$ cat config.mk
export PLATFORM = sky130hd
export DESIGN_NAME = hrx_channel
export DESIGN_NICKNAME = d
export VERILOG_FILES = /design/src/rtl/hrx_pkg.sv /design/src/rtl/hrx_crc16.sv /design/src/rtl/hrx_channel.sv
export SDC_FILE = /design/constraint.sdc
export NUM_CORES = 1
export LEC_CHECK = 0
export BUFFER_PORTS_ARGS = -buffer_cell sky130_fd_sc_hd__buf_2
export CORE_MARGIN = 1.5
export CORE_UTILIZATION = 35
export DETAILED_ROUTE_END_ITERATION = 16
export PLACE_DENSITY_LB_ADDON = 0.1
export SYNTH_ARGS = -nofsm -noshare
export SYNTH_HDL_FRONTEND = slang
export SYNTH_HIERARCHICAL = 1
export SYNTH_SLANG_ARGS = --single-unit
$ cat constraint.sdc
create_clock -name pclk -period 4.76 [get_ports pclk]
set_clock_uncertainty 0.1 [all_clocks]
set_input_delay 0.476 -clock pclk [delete_from_list [all_inputs] [get_ports pclk]]
set_output_delay 0.476 -clock pclk [all_outputs]
set_load 0.05 [all_outputs]
$ cat src/rtl/hrx_pkg.sv
`default_nettype none
package hrx_pkg;

  // ==========================================================================
  // Register map
  localparam int unsigned ADDR_W              = 12;
  localparam logic [11:0] CFG_OFF             = 12'h000;
  localparam logic [11:0] CTRL_OFF            = 12'h004;
  localparam logic [11:0] STAT_OFF            = 12'h008;
  localparam int unsigned CTRL_REACTIVATE_BIT = 0;
  localparam int unsigned CFG_W               = 24;
  localparam logic [23:0] CFG_RESET           = 24'h000000;

  // ==========================================================================
  // Bit level constants
  localparam int unsigned MSG_BITS_W       = 15;
  localparam logic [14:0] FCS_BITS         = 15'h0010;
  localparam logic [14:0] MIN_PAYLOAD_BITS = 15'h0008;
  localparam logic [14:0] MIN_MSG_BITS     = FCS_BITS + MIN_PAYLOAD_BITS;
  localparam logic [7:0]  FLAG_PATTERN     = 8'h7E;
  localparam logic [7:0]  ABORT_PATTERN    = 8'h7F;
  localparam logic [4:0]  STUFF_RUN        = 5'h1F;
  localparam logic [2:0]  FLAG_LAG_BITS    = 3'h6;
  localparam logic [11:0] MAX_LEN_BASE     = 12'h100;
  localparam logic [15:0] CRC_INIT         = 16'hFFFF;
  localparam logic [15:0] CRC_POLY         = 16'h8408;
  localparam logic [15:0] CRC_GOOD         = 16'hF0B8;

  // ==========================================================================
  // SS7 error rate counting
  localparam int unsigned SU_CNT_W   = 8;
  localparam int unsigned OCT_ERR_W  = 4;
  localparam int unsigned GOOD_RUN_W = 8;

  // ==========================================================================
  // Descriptor field values
  localparam logic OWNER_HOST = 1'b1;
  localparam logic DIR_RX     = 1'b0;
  localparam logic DIR_TX     = 1'b1;

  typedef enum logic [3:0] {
    no_error_code               = 4'h0,
    frame_loss_code             = 4'h1,
    crc_mismatch_code           = 4'h2,
    misalign_code               = 4'h3,
    abort_seen_code             = 4'h4,
    overlength_code             = 4'h5,
    underlength_code            = 4'h6,
    signal_unit_error_rate_code = 4'h7,
    owner_error_code            = 4'h8
  } hrx_code_e;

  typedef enum logic [1:0] {
    ST_HUNT  = 2'b01,
    ST_FRAME = 2'b10
  } hrx_rx_e;

  typedef enum logic [2:0] {
    TX_ACTIVE = 3'b001,
    TX_REPORT = 3'b010,
    TX_DEACT  = 3'b100
  } hrx_tx_e;

  typedef struct packed {
    logic [7:0] signal_unit_error_threshold;
    logic [4:0] rsvd;
    logic       ss7_mode;
    logic       tx_transparent;
    logic       rx_transparent;
    logic [1:0] max_length_select;
    logic       signal_unit_error_irq_mask;
    logic       idle_class_irq_mask;
    logic       message_error_irq_mask;
    logic       rx_status_writeback_inhibit;
    logic       frame_loss_abort_select;
    logic       frame_loss_irq_mask;
  } hrx_cfg_s;

  typedef struct packed {
    logic [11:0] rsvd;
    hrx_code_e   last_code;
    logic [7:0]  su_cnt;
    logic [4:0]  rsvd2;
    logic        frame_loss;
    logic        tx_active;
    logic        rx_in_frame;
  } hrx_sreg_s;

  typedef struct packed {
    logic      valid;
    logic      dir;
    hrx_code_e code;
  } hrx_irq_s;

  typedef struct packed {
    logic      valid;
    logic      owner;
    hrx_code_e code;
  } hrx_stat_s;

endpackage
`default_nettype wire

$ cat src/rtl/hrx_crc16.sv
`default_nettype none
module hrx_crc16 (
  // Clock and reset
  input  wire logic pclk,
  input  wire logic presetn,
  input  wire logic ce,
  // Bit stream
  input  wire logic clear,
  input  wire logic bit_en,
  input  wire logic bit_in,
  // Result
  output logic      good
);

  typedef struct packed {
    logic [15:0] crc;
  } hrx_crc_s;

  hrx_crc_s q;
  hrx_crc_s next_q;
  logic     fb;

  // ==========================================================================
  // LSB first update, residue compare over data plus FCS
  always_comb begin
    next_q = q;
    fb     = q.crc[0] ^ bit_in;
    if (clear) begin
      next_q.crc = hrx_pkg::CRC_INIT;
    end else if (bit_en) begin
      next_q.crc = {1'b0, q.crc[15:1]} ^ (fb ? hrx_pkg::CRC_POLY : 16'h0000);
    end
  end

  always_ff @(posedge pclk or negedge presetn) begin
    if (!presetn) begin
      q.crc <= hrx_pkg::CRC_INIT;
    end else if (ce) begin
      q <= next_q;
    end
  end

  assign good = (q.crc == hrx_pkg::CRC_GOOD);

endmodule
`default_nettype wire

$ cat src/rtl/hrx_channel.sv
// The register addresses and register access over APB were left to the implementer.
`default_nettype none
module hrx_channel #(
  parameter int unsigned MSG_W = hrx_pkg::MSG_BITS_W
) (
  // APB slave
  input  wire logic                        pclk,
  input  wire logic                        presetn,
  input  wire logic                        ce,
  input  wire logic                        psel,
  input  wire logic                        penable,
  input  wire logic                        pwrite,
  input  wire logic [hrx_pkg::ADDR_W-1:0]  paddr,
  input  wire logic [31:0]                 pwdata,
  output logic [31:0]                      prdata,
  output logic                             pready,
  output logic                             pslverr,
  // Serial link from framer
  input  wire logic                        link_clk,
  input  wire logic                        link_rxd,
  input  wire logic                        link_frame_loss,
  // Receive DMA side
  input  wire logic                        desc_device_owned,
  output logic                             mem_byte_valid,
  output logic [7:0]                       mem_byte,
  output logic                             next_desc_fetch,
  output var hrx_pkg::hrx_stat_s           status_desc,
  output var hrx_pkg::hrx_irq_s            irq_desc,
  // Transparent transmit side
  input  wire logic                        tx_fifo_empty,
  input  wire logic                        tx_next_owned,
  output logic                             tx_desc_fetch,
  output logic                             tx_idle_send,
  output logic                             tx_active
);

  typedef struct packed {
    logic [2:0]                       clk_s;
    logic [1:0]                       rxd_s;
    logic [1:0]                       los_s;
    logic                             los_q;
    logic                             los_pend;
    hrx_pkg::hrx_cfg_s                cfg;
    hrx_pkg::hrx_rx_e                 rx_st;
    hrx_pkg::hrx_tx_e                 tx_st;
    logic [7:0]                       raw;
    logic [5:0]                       dly;
    logic [2:0]                       dly_cnt;
    logic [7:0]                       asm_byte;
    logic [MSG_W-1:0]                 msg_bits;
    logic [hrx_pkg::SU_CNT_W-1:0]     su_cnt;
    logic [hrx_pkg::OCT_ERR_W-1:0]    oct_errs;
    logic [hrx_pkg::GOOD_RUN_W-1:0]   good_run;
    logic                             su_pend;
    logic                             mem_valid;
    logic [7:0]                       mem_data;
    logic                             next_fetch;
    logic                             tx_fetch;
    hrx_pkg::hrx_stat_s               stat;
    hrx_pkg::hrx_irq_s                irq;
    hrx_pkg::hrx_code_e               last_code;
    logic [31:0]                      rdata;
  } hrx_state_s;

  hrx_state_s         q;
  hrx_state_s         next_q;
  hrx_pkg::hrx_sreg_s sreg;
  hrx_pkg::hrx_code_e ev_code;
  logic               bit_evt;
  logic               los_rise;
  logic               svc_los;
  logic               in_msg;
  logic [7:0]         win;
  logic               take;
  logic               obit;
  logic               end_msg;
  logic               ev_irq;
  logic               ev_ret;
  logic               ss7_inc;
  logic               ss7_oct;
  logic               ss7_good;
  logic               su_hit;
  logic               crc_clr;
  logic               crc_good;
  logic [11:0]        lim;
  logic               in_ss7;
  logic               apb_setup;
  logic               apb_wr;
  logic               hit_cfg;
  logic               hit_ctrl;
  logic               hit_stat;

  // ==========================================================================
  // Bus decode
  assign apb_setup = psel && !penable;
  assign apb_wr    = psel && penable && pwrite && ce;
  assign hit_cfg   = (paddr == hrx_pkg::CFG_OFF);
  assign hit_ctrl  = (paddr == hrx_pkg::CTRL_OFF);
  assign hit_stat  = (paddr == hrx_pkg::STAT_OFF);
  assign pready    = ce;
  assign pslverr   = psel && penable && !(hit_cfg || hit_ctrl || hit_stat);

  assign bit_evt  = q.clk_s[1] && !q.clk_s[2];
  assign los_rise = q.los_s[1] && !q.los_q;
  assign svc_los  = q.los_pend && !bit_evt;
  assign in_msg   = (q.rx_st == hrx_pkg::ST_FRAME) && (q.msg_bits != '0);
  assign win      = {q.raw[6:0], q.rxd_s[1]};
  assign lim      = hrx_pkg::MAX_LEN_BASE << q.cfg.max_length_select;
  assign in_ss7   = q.cfg.ss7_mode && !q.cfg.rx_transparent;

  always_comb begin
    sreg             = '0;
    sreg.last_code   = q.last_code;
    sreg.su_cnt      = q.su_cnt;
    sreg.frame_loss  = q.los_s[1];
    sreg.tx_active   = (q.tx_st != hrx_pkg::TX_DEACT);
    sreg.rx_in_frame = (q.rx_st == hrx_pkg::ST_FRAME);
  end

  // ==========================================================================
  // Next state
  always_comb begin
    next_q            = q;
    take              = 1'b0;
    obit              = 1'b0;
    end_msg           = 1'b0;
    ev_irq            = 1'b0;
    ev_ret            = 1'b0;
    ev_code           = hrx_pkg::no_error_code;
    ss7_inc           = 1'b0;
    ss7_oct           = 1'b0;
    ss7_good          = 1'b0;
    su_hit            = 1'b0;
    crc_clr           = 1'b0;
    next_q.clk_s      = {q.clk_s[1:0], link_clk};
    next_q.rxd_s      = {q.rxd_s[0], link_rxd};
    next_q.los_s      = {q.los_s[0], link_frame_loss};
    next_q.los_q      = q.los_s[1];
    next_q.mem_valid  = 1'b0;
    next_q.next_fetch = 1'b0;
    next_q.tx_fetch   = 1'b0;
    next_q.stat.valid = 1'b0;
    next_q.irq.valid  = 1'b0;

    // Serial bit processing
    if (bit_evt) begin
      next_q.raw = win;
      if (q.cfg.rx_transparent) begin
        take = 1'b1;
        obit = win[0];
      end else if (win == hrx_pkg::FLAG_PATTERN) begin
        end_msg      = in_msg;
        next_q.rx_st = hrx_pkg::ST_FRAME;
        crc_clr      = 1'b1;
      end else if (win == hrx_pkg::ABORT_PATTERN) begin
        if (in_msg) begin
          ev_code = hrx_pkg::abort_seen_code;
          ev_irq  = !q.cfg.message_error_irq_mask;
          ev_ret  = 1'b1;
        end
        next_q.rx_st = hrx_pkg::ST_HUNT;
        crc_clr      = 1'b1;
      end else if (q.rx_st == hrx_pkg::ST_FRAME &&
                   q.raw[4:0] != hrx_pkg::STUFF_RUN) begin
        // Flag bits lag six places so they never reach the message
        next_q.dly = {q.dly[4:0], win[0]};
        if (q.dly_cnt == hrx_pkg::FLAG_LAG_BITS) begin
          take = 1'b1;
          obit = q.dly[5];
        end else begin
          next_q.dly_cnt = q.dly_cnt + 3'h1;
        end
      end
    end

    // Octet assembly and memory write
    if (take) begin
      next_q.asm_byte = {obit, q.asm_byte[7:1]};
      next_q.msg_bits = q.msg_bits + 1'b1;
      if (q.msg_bits[2:0] == 3'h7) begin
        if (!q.cfg.rx_transparent && q.msg_bits[MSG_W-1:3] >= lim) begin
          ev_code      = hrx_pkg::overlength_code;
          ev_irq       = !q.cfg.message_error_irq_mask;
          ev_ret       = 1'b1;
          ss7_oct      = 1'b1;
          next_q.rx_st = hrx_pkg::ST_HUNT;
          crc_clr      = 1'b1;
        end else begin
          next_q.mem_valid = desc_device_owned;
          next_q.mem_data  = {obit, q.asm_byte[7:1]};
        end
      end
    end

    // Closing flag verdict
    if (end_msg) begin
      if (q.msg_bits < MSG_W'(hrx_pkg::MIN_MSG_BITS)) begin
        ev_code = hrx_pkg::underlength_code;
        ev_irq  = !q.cfg.idle_class_irq_mask;
        ss7_inc = 1'b1;
      end else if (q.msg_bits[2:0] != 3'h0) begin
        ev_code = hrx_pkg::misalign_code;
        ev_irq  = !q.cfg.message_error_irq_mask;
        ev_ret  = 1'b1;
        ss7_oct = 1'b1;
      end else if (!crc_good) begin
        ev_code = hrx_pkg::crc_mismatch_code;
        ev_irq  = !q.cfg.message_error_irq_mask;
        ev_ret  = 1'b1;
        ss7_inc = 1'b1;
      end else begin
        ev_ret   = 1'b1;
        ss7_good = 1'b1;
      end
    end

    // Frame loss, taken in a cycle free of bit work
    next_q.los_pend = q.los_pend || los_rise;
    if (svc_los) begin
      next_q.los_pend = los_rise;
      ev_code         = hrx_pkg::frame_loss_code;
      ev_irq          = !q.cfg.frame_loss_irq_mask;
      if (q.cfg.frame_loss_abort_select && in_msg &&
          !q.cfg.rx_transparent) begin
        ev_ret       = 1'b1;
        next_q.rx_st = hrx_pkg::ST_HUNT;
        crc_clr      = 1'b1;
      end
    end

    if (crc_clr) begin
      next_q.msg_bits = '0;
      next_q.dly_cnt  = 3'h0;
    end

    // Descriptor hand back
    if (ev_ret) begin
      next_q.next_fetch  = 1'b1;
      next_q.stat.valid  = !q.cfg.rx_status_writeback_inhibit;
      next_q.stat.owner  = hrx_pkg::OWNER_HOST;
      next_q.stat.code   = ev_code;
    end

    // SS7 error rate counter
    if (in_ss7) begin
      if (ss7_oct) begin
        next_q.oct_errs = q.oct_errs + 1'b1;
        ss7_inc         = ss7_inc || (q.oct_errs == '1);
      end
      if (ss7_inc || ss7_oct) begin
        next_q.good_run = '0;
      end
      if (ss7_good) begin
        next_q.good_run = q.good_run + 1'b1;
        if (q.good_run == '1 && q.su_cnt != '0) begin
          next_q.su_cnt = q.su_cnt - 1'b1;
        end
      end
      if (ss7_inc) begin
        if (q.su_cnt != '1) begin
          next_q.su_cnt = q.su_cnt + 1'b1;
        end
        su_hit = (next_q.su_cnt >= q.cfg.signal_unit_error_threshold) &&
                 !q.cfg.signal_unit_error_irq_mask;
      end
    end

    // Transparent transmit ownership watch
    if (q.cfg.tx_transparent && q.tx_st == hrx_pkg::TX_ACTIVE &&
        tx_fifo_empty) begin
      if (tx_next_owned) begin
        next_q.tx_fetch = 1'b1;
      end else begin
        next_q.tx_st = hrx_pkg::TX_REPORT;
      end
    end

    // One interrupt descriptor per cycle
    if (ev_irq) begin
      next_q.irq       = '{valid: 1'b1, dir: hrx_pkg::DIR_RX, code: ev_code};
      next_q.last_code = ev_code;
    end else if (q.su_pend) begin
      next_q.su_pend   = 1'b0;
      next_q.irq       = '{valid: 1'b1, dir: hrx_pkg::DIR_RX,
                           code: hrx_pkg::signal_unit_error_rate_code};
      next_q.last_code = hrx_pkg::signal_unit_error_rate_code;
    end else if (q.tx_st == hrx_pkg::TX_REPORT) begin
      next_q.irq   = '{valid: 1'b1, dir: hrx_pkg::DIR_TX,
                       code: hrx_pkg::owner_error_code};
      next_q.tx_st = hrx_pkg::TX_DEACT;
    end
    next_q.su_pend = next_q.su_pend || su_hit;

    // Register access
    if (apb_setup) begin
      next_q.rdata = hit_cfg  ? 32'(q.cfg) :
                     hit_stat ? 32'(sreg)  : 32'h00000000;
    end
    if (apb_wr && hit_cfg) begin
      next_q.cfg      = hrx_pkg::hrx_cfg_s'(pwdata[hrx_pkg::CFG_W-1:0]);
      next_q.cfg.rsvd = '0;
    end
    if (apb_wr && hit_ctrl && pwdata[hrx_pkg::CTRL_REACTIVATE_BIT] &&
        q.tx_st == hrx_pkg::TX_DEACT) begin
      next_q.tx_st = hrx_pkg::TX_ACTIVE;
    end
  end

  always_ff @(posedge pclk or negedge presetn) begin
    if (!presetn) begin
      q       <= '0;
      q.cfg   <= hrx_pkg::hrx_cfg_s'(hrx_pkg::CFG_RESET);
      q.rx_st <= hrx_pkg::ST_HUNT;
      q.tx_st <= hrx_pkg::TX_ACTIVE;
    end else if (ce) begin
      q <= next_q;
    end
  end

  hrx_crc16 u_crc (
    .pclk    (pclk),
    .presetn (presetn),
    .ce      (ce),
    .clear   (crc_clr),
    .bit_en  (take && !q.cfg.rx_transparent),
    .bit_in  (obit),
    .good    (crc_good)
  );

  assign prdata          = q.rdata;
  assign mem_byte_valid  = q.mem_valid;
  assign mem_byte        = q.mem_data;
  assign next_desc_fetch = q.next_fetch;
  assign status_desc     = q.stat;
  assign irq_desc        = q.irq;
  assign tx_desc_fetch   = q.tx_fetch;
  assign tx_idle_send    = (q.tx_st == hrx_pkg::TX_DEACT);
  assign tx_active       = (q.tx_st != hrx_pkg::TX_DEACT);
endmodule
`default_nettype wire

# Yosys cells after proc, flatten, opt, wreduce, memory -nomap -nowiden
# Index checks and enable logic that the tools add are counted.
# Widths: inputs -> output; s select.
[word_totals]
reg_bits = 168
latchBits = 0
ram_bits = 0
romBits = 0
input_bits = 56
output_inout_bits = 59
word_cells = 272
n_memories = 0
[classes]
addsub = 6
multipliers = 0
div = 0
magnitude_cmp = 3
eq_ne = 20
shift = 1
n_mux = 130
bitwise_logic = 6
n_reduce_logical = 66
[ops]
columns = ["cell", "count"]
rows = [
  ["$mux 1", 72],
  ["$mux 8", 8],
  ["$mux 3", 18],
  ["$mux 16", 3],
  ["$mux 4", 9],
  ["$mux 15", 2],
  ["$mux 9", 3],
  ["$mux 24", 1],
  ["$logic_and 1x1->1", 23],
  ["$mux 20", 1],
  ["$reduce_and 2->1", 10],
  ["$mux 2", 9],
  ["$mux 6", 3],
  ["$add 8x1->8 const B", 2],
  ["$eq 16x16->1 const B", 1],
  ["$eq 8x7->1 const B", 2],
  ["$xor 15x16->16", 1],
  ["$add 15x1->15 const B", 1],
  ["$lt 15x5->1 const B", 1],
  ["$reduce_bool 15->1", 1],
  ["$eq 12x3->1 const B", 1],
  ["$eq 12x4->1 const B", 1],
  ["$ge 12x12->1", 1],
  ["$logic_not 12->1", 1],
  ["other kinds (28)", 57],
]

# Depth between registers and ports, before layout
# Gate-level depths: netlist of run 1.
[depth]
word_depth = 20
mapped_depth = 15
depth_no_buf = 15

# Cells and area by module
# The synthesis of run 1 kept the hierarchy.
[by_module_without_submodules]
columns = ["mod", "instances", "cells_each", "area_per_inst_um2", "seq_area_each_um2"]
rows = [
  ["hrx_channel", 1, 772, 7621.1, 3505.9],
  ["hrx_crc16", 1, 75, 738.2, 420.4],
]

# Least setup slack after synthesis of run 1
# OpenSTA, ideal clock, no wires.
[synth_timing]
kind = "register -> register"
from = "reg u_crc/q[11] (netlist bit)"
to = "reg q[59] (netlist bit)"
t_arrival_ns = 3.272
setup_slack_ns = 1.266
stages_incl_launch_ff = 15
path_buffers = 0
period_less_slack_ns = 3.494
path_cell_list = "dfstp_2 > or4_4 > nor4_2 > nand3b_1 > a41o_1 > nor3_1 > nor2_1 > xnor2_1 > ha_1 > nand2b_1 > a21o_1 > a21o_1 > a211oi_1 > o21ai_0 > a32o_1"
[synth_via]
elab_chain_len = 14
[synth_rtl]
columns = ["element", "line_no", "source"]
rows = [
  ["start, declared", "hrx_crc16.sv:19", "hrx_crc_s q;"],
  ["start signal, assigned", "hrx_crc16.sv:39", "q <= next_q;"],
  ["$eq 16x16->1 (*)", "hrx_crc16.sv:43", "assign good = (q.crc == hrx_pkg::CRC_GOOD);"],
  ["named net crc_good", "hrx_channel.sv:84", "logic crc_good;"],
  ["$mux 1", "hrx_channel.sv:206", "end else if (!crc_good) begin"],
  ["$mux 1", "hrx_channel.sv:201", "end else if (q.msg_bits[2:0] != 3'h0) begin"],
  ["$mux 1", "hrx_channel.sv:197", "if (q.msg_bits < MSG_W'(hrx_pkg::MIN_MSG_BITS)) begin"],
  ["$mux 1", "hrx_channel.sv:196", "if (end_msg) begin"],
  ["$mux 8", "hrx_channel.sv:253", "if (ss7_good) begin"],
  ["$mux 8", "hrx_channel.sv:260", "if (q.su_cnt != '1) begin"],
  ["$mux 8", "hrx_channel.sv:259", "if (ss7_inc) begin"],
  ["$mux 8", "hrx_channel.sv:245", "if (in_ss7) begin"],
  ["$ge 8x8->1", "hrx_channel.sv:263", "su_hit = (next_q.su_cnt >= q.cfg.signal_unit_error_threshold) &&"],
  ["$logic_and 1x1->1", "hrx_channel.sv:263", ""],
  ["$mux 1", "hrx_channel.sv:259", ""],
  ["$mux 1", "hrx_channel.sv:245", ""],
  ["$logic_or 1x1->1 (*)", "hrx_channel.sv:292", "next_q.su_pend = next_q.su_pend || su_hit;"],
  ["end signal, assigned", "hrx_channel.sv:316", "q <= next_q;"],
  ["end, declared", "hrx_channel.sv:65", "hrx_state_s q;"],
]
# Mark *: on every way through the listed nets, which the timed path passes. The rest lies on a longest branch. The select of a mux whose other input is x is not followed.
# A chain may end at the register's enable or synchronous reset.

# Worst setup path in the final report of run 1
# Same ends and word-level chain as after synthesis.

==> flow_metrics.env, run 1 <==
export IMPL_area_growth_pct=12.6
export IMPL_leakage_nw=4.38
export IMPL_vias_per_cell=5.01
export IMPL_cts_resized=0
export IMPL_rsz0062_at_grt="false"
export IMPL_synth_xor_area_share=0.0260
export IMPL_setup_violations=0
export IMPL_grt_max_degree=84
export IMPL_dieArea_sq_um=24800
export IMPL_maxSlewHeadroom=0.419
export IMPL_place_detailed_hpwl_microns=14600
export IMPL_firstDrtPassIters=5
export IMPL_drt_iter0_drc=351
export IMPL_muxShareOfSynthArea=0.0566
export IMPL_hp_class="in -> async"
export IMPL_worstSetupPathType="reg -> reg"
export IMPL_synth_top_area_frac=0.413
export IMPL_post_place_ws_ns=0.736
export IMPL_peakVddDrop_v=0.000218
export IMPL_htreeDepth=4
export IMPL_power_density_nw_per_um2=356
export IMPL_cell_internal_pwr_mw=2.34
export IMPL_yosys_warnings=6
export IMPL_initial_utilization=0.356
export IMPL_p_clk_frac=0.403
export IMPL_switching_power_mw=1.02
export IMPL_drive_gt1_frac=0.237
export IMPL_die_h_microns=158
export IMPL_vias=6153
export IMPL_ctsHoldBuffers=0
export IMPL_status="complete, but fails checks"
export IMPL_swShare=0.304
export IMPL_post_cts_setup_buffers=0
export IMPL_yosys_area_share_simple=0.191
export IMPL_netlist_top_cells_area="dfrtp_1 41%, dfstp_2 5.7%, nand2_1 5.0%, buf_4 4.8%, mux2_2 4.0%"
export IMPL_clkLatencyLatePin_ns=0.43
export IMPL_antenna_cells=0
export IMPL_grt_pass1_vias=6052
export IMPL_avgSynthCellArea_sq_um=9.87
export IMPL_die_w_microns=158
export IMPL_globalplace_congestion=0.769
export IMPL_crit_fanout=4
export IMPL_cts_tree="yes"
export IMPL_clockBufferDepth=2
export IMPL_finalNetCount=974
export IMPL_pwr_share_comb=0.138
export IMPL_tightest_slew_ns=0.865
export IMPL_violations="hold timing"
export IMPL_grt_pass1_wl_microns=33600
export IMPL_max_freq_ghz=0.245
export IMPL_fin_setup_tns_ns=0
export IMPL_period_minus_slack_ns=4.08
export IMPL_synth_edf_count=0
export IMPL_fin_cells=1228
export IMPL_synthArstFlopShare=1.00
export IMPL_yosysTopAreaCell="dfrtp_1"
export IMPL_drv_cap=0
export IMPL_synth_fa_ha_area_frac=0.0329
export IMPL_start_kind="flop"
export IMPL_fin_crit_sh=0.857
export IMPL_fin_total_pwr_mw=3.35
export IMPL_holdWs_ns=-0.0363
export IMPL_syn_area_sq_um=8360
export IMPL_numCtsBuffers=17
export IMPL_overflow=0
export IMPL_path_clk_slew_ns=0.07
export IMPL_synth_compound_area_frac=0.141
export IMPL_drc=0
export IMPL_sequentialPowerShare=0.460
export IMPL_grtUsageTotal=0.174
export IMPL_seq_area_frac_synth=0.470
export IMPL_coreArea_sq_um=23500
export IMPL_required_ns=4.97
export IMPL_syn_inst=847
export IMPL_synth_top_family_by_area="simple AND/OR/NAND/NOR gates"
export IMPL_synthFlopType="dfrtp_1"
export IMPL_yosys_cell_types_count=80
export IMPL_cp_end_kind="flop"
export IMPL_root_buffer="clkbuf_16"
export IMPL_port_buffers=92
export IMPL_drv_slew=0
export IMPL_ant_nets=0
export IMPL_worstPathArrival_ns=4.29
export IMPL_num_rows=56
export IMPL_setup_ws_ns=0.682
export IMPL_place_detailed_instances=1196
export IMPL_pin_count=115
export IMPL_ys_seq_elements=156
export IMPL_cts_sinks=156
export IMPL_drt_total_wl_microns=20300
export IMPL_wl_per_cell_microns=16.5
export IMPL_antenna_found_initial=0
export IMPL_finalHoldViolCount=22
==> Yosys cell counts (11+ instances only) <==
library cell  count
a21oi_1          21
a22o_1           17
and3_1           15
buf_2            11
buf_4            54
clkbuf_1         17
dfrtp_1         138
dfstp_2          18
ha_1             22
inv_1            36
mux2_2           30
mux2i_1          12
nand2_1         112
nand3_1          27
nand4_1          12
nor2_1           55
nor3_1           15
nor4_1           14
o21ai_0          60
o31ai_1          15
xnor2_1          15
==> flip-flops by register name, summed over array words and instances (netlist names) <==
register         flops
next_desc_fetch      1
mem_byte_valid       1
next_q               5
tx_desc_fetch        1
status_desc          5
mem_byte             8
u_crc/q             16
prdata              24
irq_desc             5
q                   90
==> power by group through the flow <==
stage               logic [mW]  clock network, mW  registers, mW
global route             0.514               1.46           1.56
floorplan                0.385                  0           1.53
CTS                      0.470               1.39           1.54
finish                   0.461               1.35           1.54
detailed placement       0.468                  0           1.56
global placement         0.469                  0           1.56
==> cell families after synthesis <==
kind of cell / count (synthesis)
DFF: 156
muxes: 43
adders and majority gates: 22
xor gates and xnor gates: 24
AOI/OAI and AO/OA: 170
and+or+nand+nor: 309
other: 1
buffers and inverters: 122
==> through the flow <==
stage          utilization  instance area (sq um)
6_report             0.401                   9410
5_1_grt              0.401                   9410
4_1_cts              0.401                   9410
3_5_place_dp         0.377                   8840
3_3_place_gp         0.377                   8840
2_1_floorplan            -                   8390
==> worst max-delay path, cell delays in order (launching register included) <==
cell and delay, ns:
dfstp_2 0.38, or4_4 0.52, nor4_2 0.33, nand3b_1 0.25
a41o_1 0.34, nor3_1 0.42, nor2_1 0.10, xnor2_1 0.19
ha_1 0.26, nand2b_1 0.14, a21o_1 0.18, a21o_1 0.17
a211oi_1 0.21, o21ai_0 0.13, a32o_1 0.25
==> cell type report <==
type / count / area (sq um)
clock buffer: 18 / 439
clock inverter: 14 / 134
fill: 2372 / 14100
inverter: 37 / 139
multi-input combinational: 577 / 3780
sequential: 156 / 3930
tap: 319 / 399
timing repair buffer: 107 / 592
==> metal layers <==
layer | vias up | routed length [microns] | global-route usage
met3 | 20 | 604 | 0.0300
li1 | 3056 | - | -
met1 | 2962 | 10000 | 0.238
met5 | - | 0 | 0
met4 | 0 | 244 | 0.0481
met2 | 115 | 9440 | 0.283
==> worst paths after layout <==
check	from	end	slack (ns)	cells past startpoint
worst max-delay path	u_crc/q[11]	q[59]	0.68	14
worst min-delay path	presetn	prdata[9]	-0.04	1
worst max register to register	u_crc/q[11]	q[59]	0.68	14
worst min register to register	q[150]	q[149]	0.36	1
max in group asynchronous	presetn	u_crc/q[9]	3.64	2
min in group pclk	pwdata[8]	q[133]	0.15	3
==> cells in the final DEF (no fill, tap or decap), types with 6 or more instances in the layout <==
cell / instances
nor2_1: 54
inv_6: 6
o31ai_1: 15
buf_4: 14
nand3_1: 27
dfrtp_1: 138
buf_2: 91
nand2_1: 112
a22o_1: 17
o21ai_0: 60
nor4_1: 14
and3_1: 15
conb_1: 9
xnor2_1: 15
nor3_1: 15
ha_1: 22
or3_1: 7
inv_1: 36
dfstp_2: 18
clkbuf_16: 17
nand4_1: 12
xor2_1: 8
mux2i_1: 12
a21oi_1: 21
mux2_2: 30
nand2b_1: 8
(Power assumes the default switching activity.)
==> inputs of run 2 (changes only) <==
Settings changed: ABC_AREA from default to 1.
==> run 2 against run 1 <==
The run now ends clean. Critical path depth is 3 higher. Register-to-register slack gained 1.0 ns. Core utilization fell by 0.55 points. Design area increased by 2.8%. Global-route usage shrank 0.69 points. Synthesized cell count rose by 27%. Clock power shrank 8%. Area after synthesis rose by 4.7%. Setup slack better by 1.0 ns. Critical path type unchanged.
==> flow_metrics.env, run 2 <==
export IMPL_status="completed"
export IMPL_finalNetCount=1200
export IMPL_fin_util=0.396
export IMPL_syn_inst=1077
export IMPL_post_cts_setup_buffers=0
export IMPL_maxSlewHeadroom=0.453
export IMPL_die_h_microns=161
export IMPL_path_cells="inv_1 -> nor3_1 -> nand2_1 -> nor2_1 -> nand3_1 -> nor2_1 -> nand2_1 -> nand2_1 -> nand3_1 -> nand2_1 -> ha_1 -> nand2_1 -> o21ai_0 -> nand2_1 -> o2111ai_1 -> nand4_1 -> nand2_1"
export IMPL_largest_reg_flops=90
export IMPL_layout_commonest_cell="nand2_1"
export IMPL_cpMostUsedCell="nand2_1"
export IMPL_r2r_end="q[59]"
export IMPL_drc=0
export IMPL_period_minus_slack_ns=3.04
export IMPL_dieArea_sq_um=26000
export IMPL_grt_pass1_vias=6505
export IMPL_grt_max_degree=89
export IMPL_wl_per_cell_microns=14.3
export IMPL_drt_total_wl_microns=20900
export IMPL_final_cell_mix="269 x nand2_1, 138 x dfrtp_1, 119 x inv_1"
export IMPL_drv_slew=0
export IMPL_worstPathArrival_ns=3.25
export IMPL_grtUsageTotal=0.167
export IMPL_coreArea_sq_um=24500
export IMPL_power_density_nw_per_um2=362
export IMPL_area_growth_pct=10.5
export IMPL_numCtsBuffers=17
export IMPL_vias_per_cell=4.71
export IMPL_ctsHoldBuffers=0
export IMPL_path_clk_slew_ns=0.06
export IMPL_ant_nets=0
export IMPL_finalHoldViolCount=0
export IMPL_fin_crit_sh=0.639
export IMPL_n_fill_cell=2611
export IMPL_peakVddDrop_v=0.000186
export IMPL_firstDrtPassIters=5
export IMPL_crit_slowest_cell="dfstp_2"
export IMPL_cp_end_kind="flop"
export IMPL_port_buffers=92
export IMPL_cts_resized=0
export IMPL_hp_class="in -> async"
export IMPL_antenna_found_initial=0
export IMPL_netlist_top_cells_count="269 x nand2_1, 138 x dfrtp_1, 119 x inv_1"
export IMPL_syn_area_sq_um=8750
export IMPL_htreeDepth=4
export IMPL_crit_fanout=6
export IMPL_rsz0062_at_grt="false"
export IMPL_synthFlopType="dfrtp_1"
export IMPL_cts_sinks=156
export IMPL_seq_area_frac_synth=0.449
export IMPL_ff2ff_setup_slack_ns=1.72
export IMPL_drive_gt1_frac=0.187
export IMPL_leakage_nw=4.99
export IMPL_required_ns=4.97
export IMPL_fin_setup_tns_ns=0
export IMPL_antenna_cells=0
export IMPL_crit_buf_inv=1
export IMPL_avgSynthCellArea_sq_um=8.13
export IMPL_synthArstFlopShare=1.00
export IMPL_worst_r2r_cell_count=17
export IMPL_cpLargestDelayFamily="simple AND/OR/NAND/NOR gates"
export IMPL_cts_tree="yes"
export IMPL_yosys_warnings=6
export IMPL_num_rows=57
export IMPL_yosysMostFrequentCell="nand2_1"
export IMPL_regMostFlops="q"
export IMPL_overflow=0
export IMPL_ys_seq_elements=156
export IMPL_clockBufferDepth=2
export IMPL_root_buffer="clkbuf_16"
export IMPL_yosys_cell_types_count=47
export IMPL_slowest_delay_ns=0.54
export IMPL_initial_utilization=0.358
export IMPL_tightest_slew_ns=0.820
export IMPL_die_w_microns=161
export IMPL_synth_top_area_frac=0.395
export IMPL_netlist_top_cells_area="dfrtp_1 39%, nand2_1 12%, dfstp_2 5.4%, inv_1 5.1%, buf_4 4.6%"
export IMPL_drt_iter0_drc=328
export IMPL_worstSetupPathType="reg -> reg"
export IMPL_max_freq_ghz=0.329
export IMPL_grt_pass1_wl_microns=34300
export IMPL_vias=6872
export IMPL_globalplace_congestion=0.820
export IMPL_synth_edf_count=0
export IMPL_drv_cap=0
export IMPL_place_detailed_hpwl_microns=15200
export IMPL_yosysTopAreaCell="dfrtp_1"
export IMPL_setup_violations=0
export IMPL_start_kind="flop"
export IMPL_r2r_start="u_crc/q[4]"
export IMPL_pin_count=115
export IMPL_clkLatencyLatePin_ns=0.42
-- run 2: cell types whose count changed in the layout (fill, tap and decap cells not counted), moves of 16 or more --
cell     before  now
a22o_1       17    1
mux2_2       30   12
inv_1        36  119
nand2_1     112  269
nor2_1       54   82
nand3_1      27   66
-- run 2: layout make-up --
| cell class | count | area [sq um] | share of cell area |
|---|---|---|---|
| tap | 324 | 405 | 0.0419 |
| sequential | 156 | 3930 | 0.406 |
| clock inverter | 10 | 67.6 | 0.00698 |
| multi-input combinational | 720 | 3830 | 0.396 |
| clock buffer | 22 | 454 | 0.0469 |
| timing repair buffer | 97 | 504 | 0.0521 |
| inverter | 130 | 488 | 0.0504 |
-- run 2: how the worst max path moves through the flow --
stage,from,slack [ns],cells after the start,to
2_1_floorplan,q[121],1.80,4,q[120]
3_3_place_gp,ce,1.62,8,q[94]
3_5_place_dp,ce,1.63,8,q[94]
4_1_cts,u_crc/q[4],1.67,17,q[59]
5_1_grt,u_crc/q[4],1.40,17,q[59]
6_report,u_crc/q[4],1.72,17,q[59]
-- run 2: cell families (layout without fill, tap and decap cells) --
family	after synthesis	count (layout)	share of synthesized area
DFF	156	156	0.449
and+or+nand+nor	504	504	0.259
other	1	9	0.000428
adders and majority gates	22	22	0.0314
AOI/OAI and AO/OA	150	150	0.105
xor gates and xnor gates	23	23	0.0230
buffers and inverters	209	259	0.117
muxes	12	12	0.0154
-- run 2: layer usage --
| metal | vias up | share of wire | GRT usage |
|---|---|---|---|
| li1 | 3534 | - | - |
| met1 | 3214 | 0.51 | 0.236 |
| met2 | 108 | 0.45 | 0.263 |
| met3 | 16 | 0.035 | 0.0277 |
| met4 | 0 | 0.011 | 0.0480 |
| met5 | - | 0 | 0 |
-- run 2: power by group --
part | switching [mW] | total, mW | leakage, nW | internal [mW]
registers | 0.109 | 1.59 | 1.95 | 1.48
logic | 0.497 | 0.678 | 2.79 | 0.181
clock network | 0.556 | 1.24 | 0.246 | 0.679
-- run 2: through the flow --
stage	hold slack [ns]	worst slack [ns]	total power, mW	cells	area, sq um
detailed placement	0.347	1.63	2.29	1427	9150
floorplan	0.0804	1.80	2.14	1085	8780
global placement	0.346	1.62	2.28	1427	9150
CTS	0.0515	1.67	3.55	1459	9680
global route	0.0798	1.40	3.70	1459	9680
finish	0.00628	1.72	3.50	1459	9680
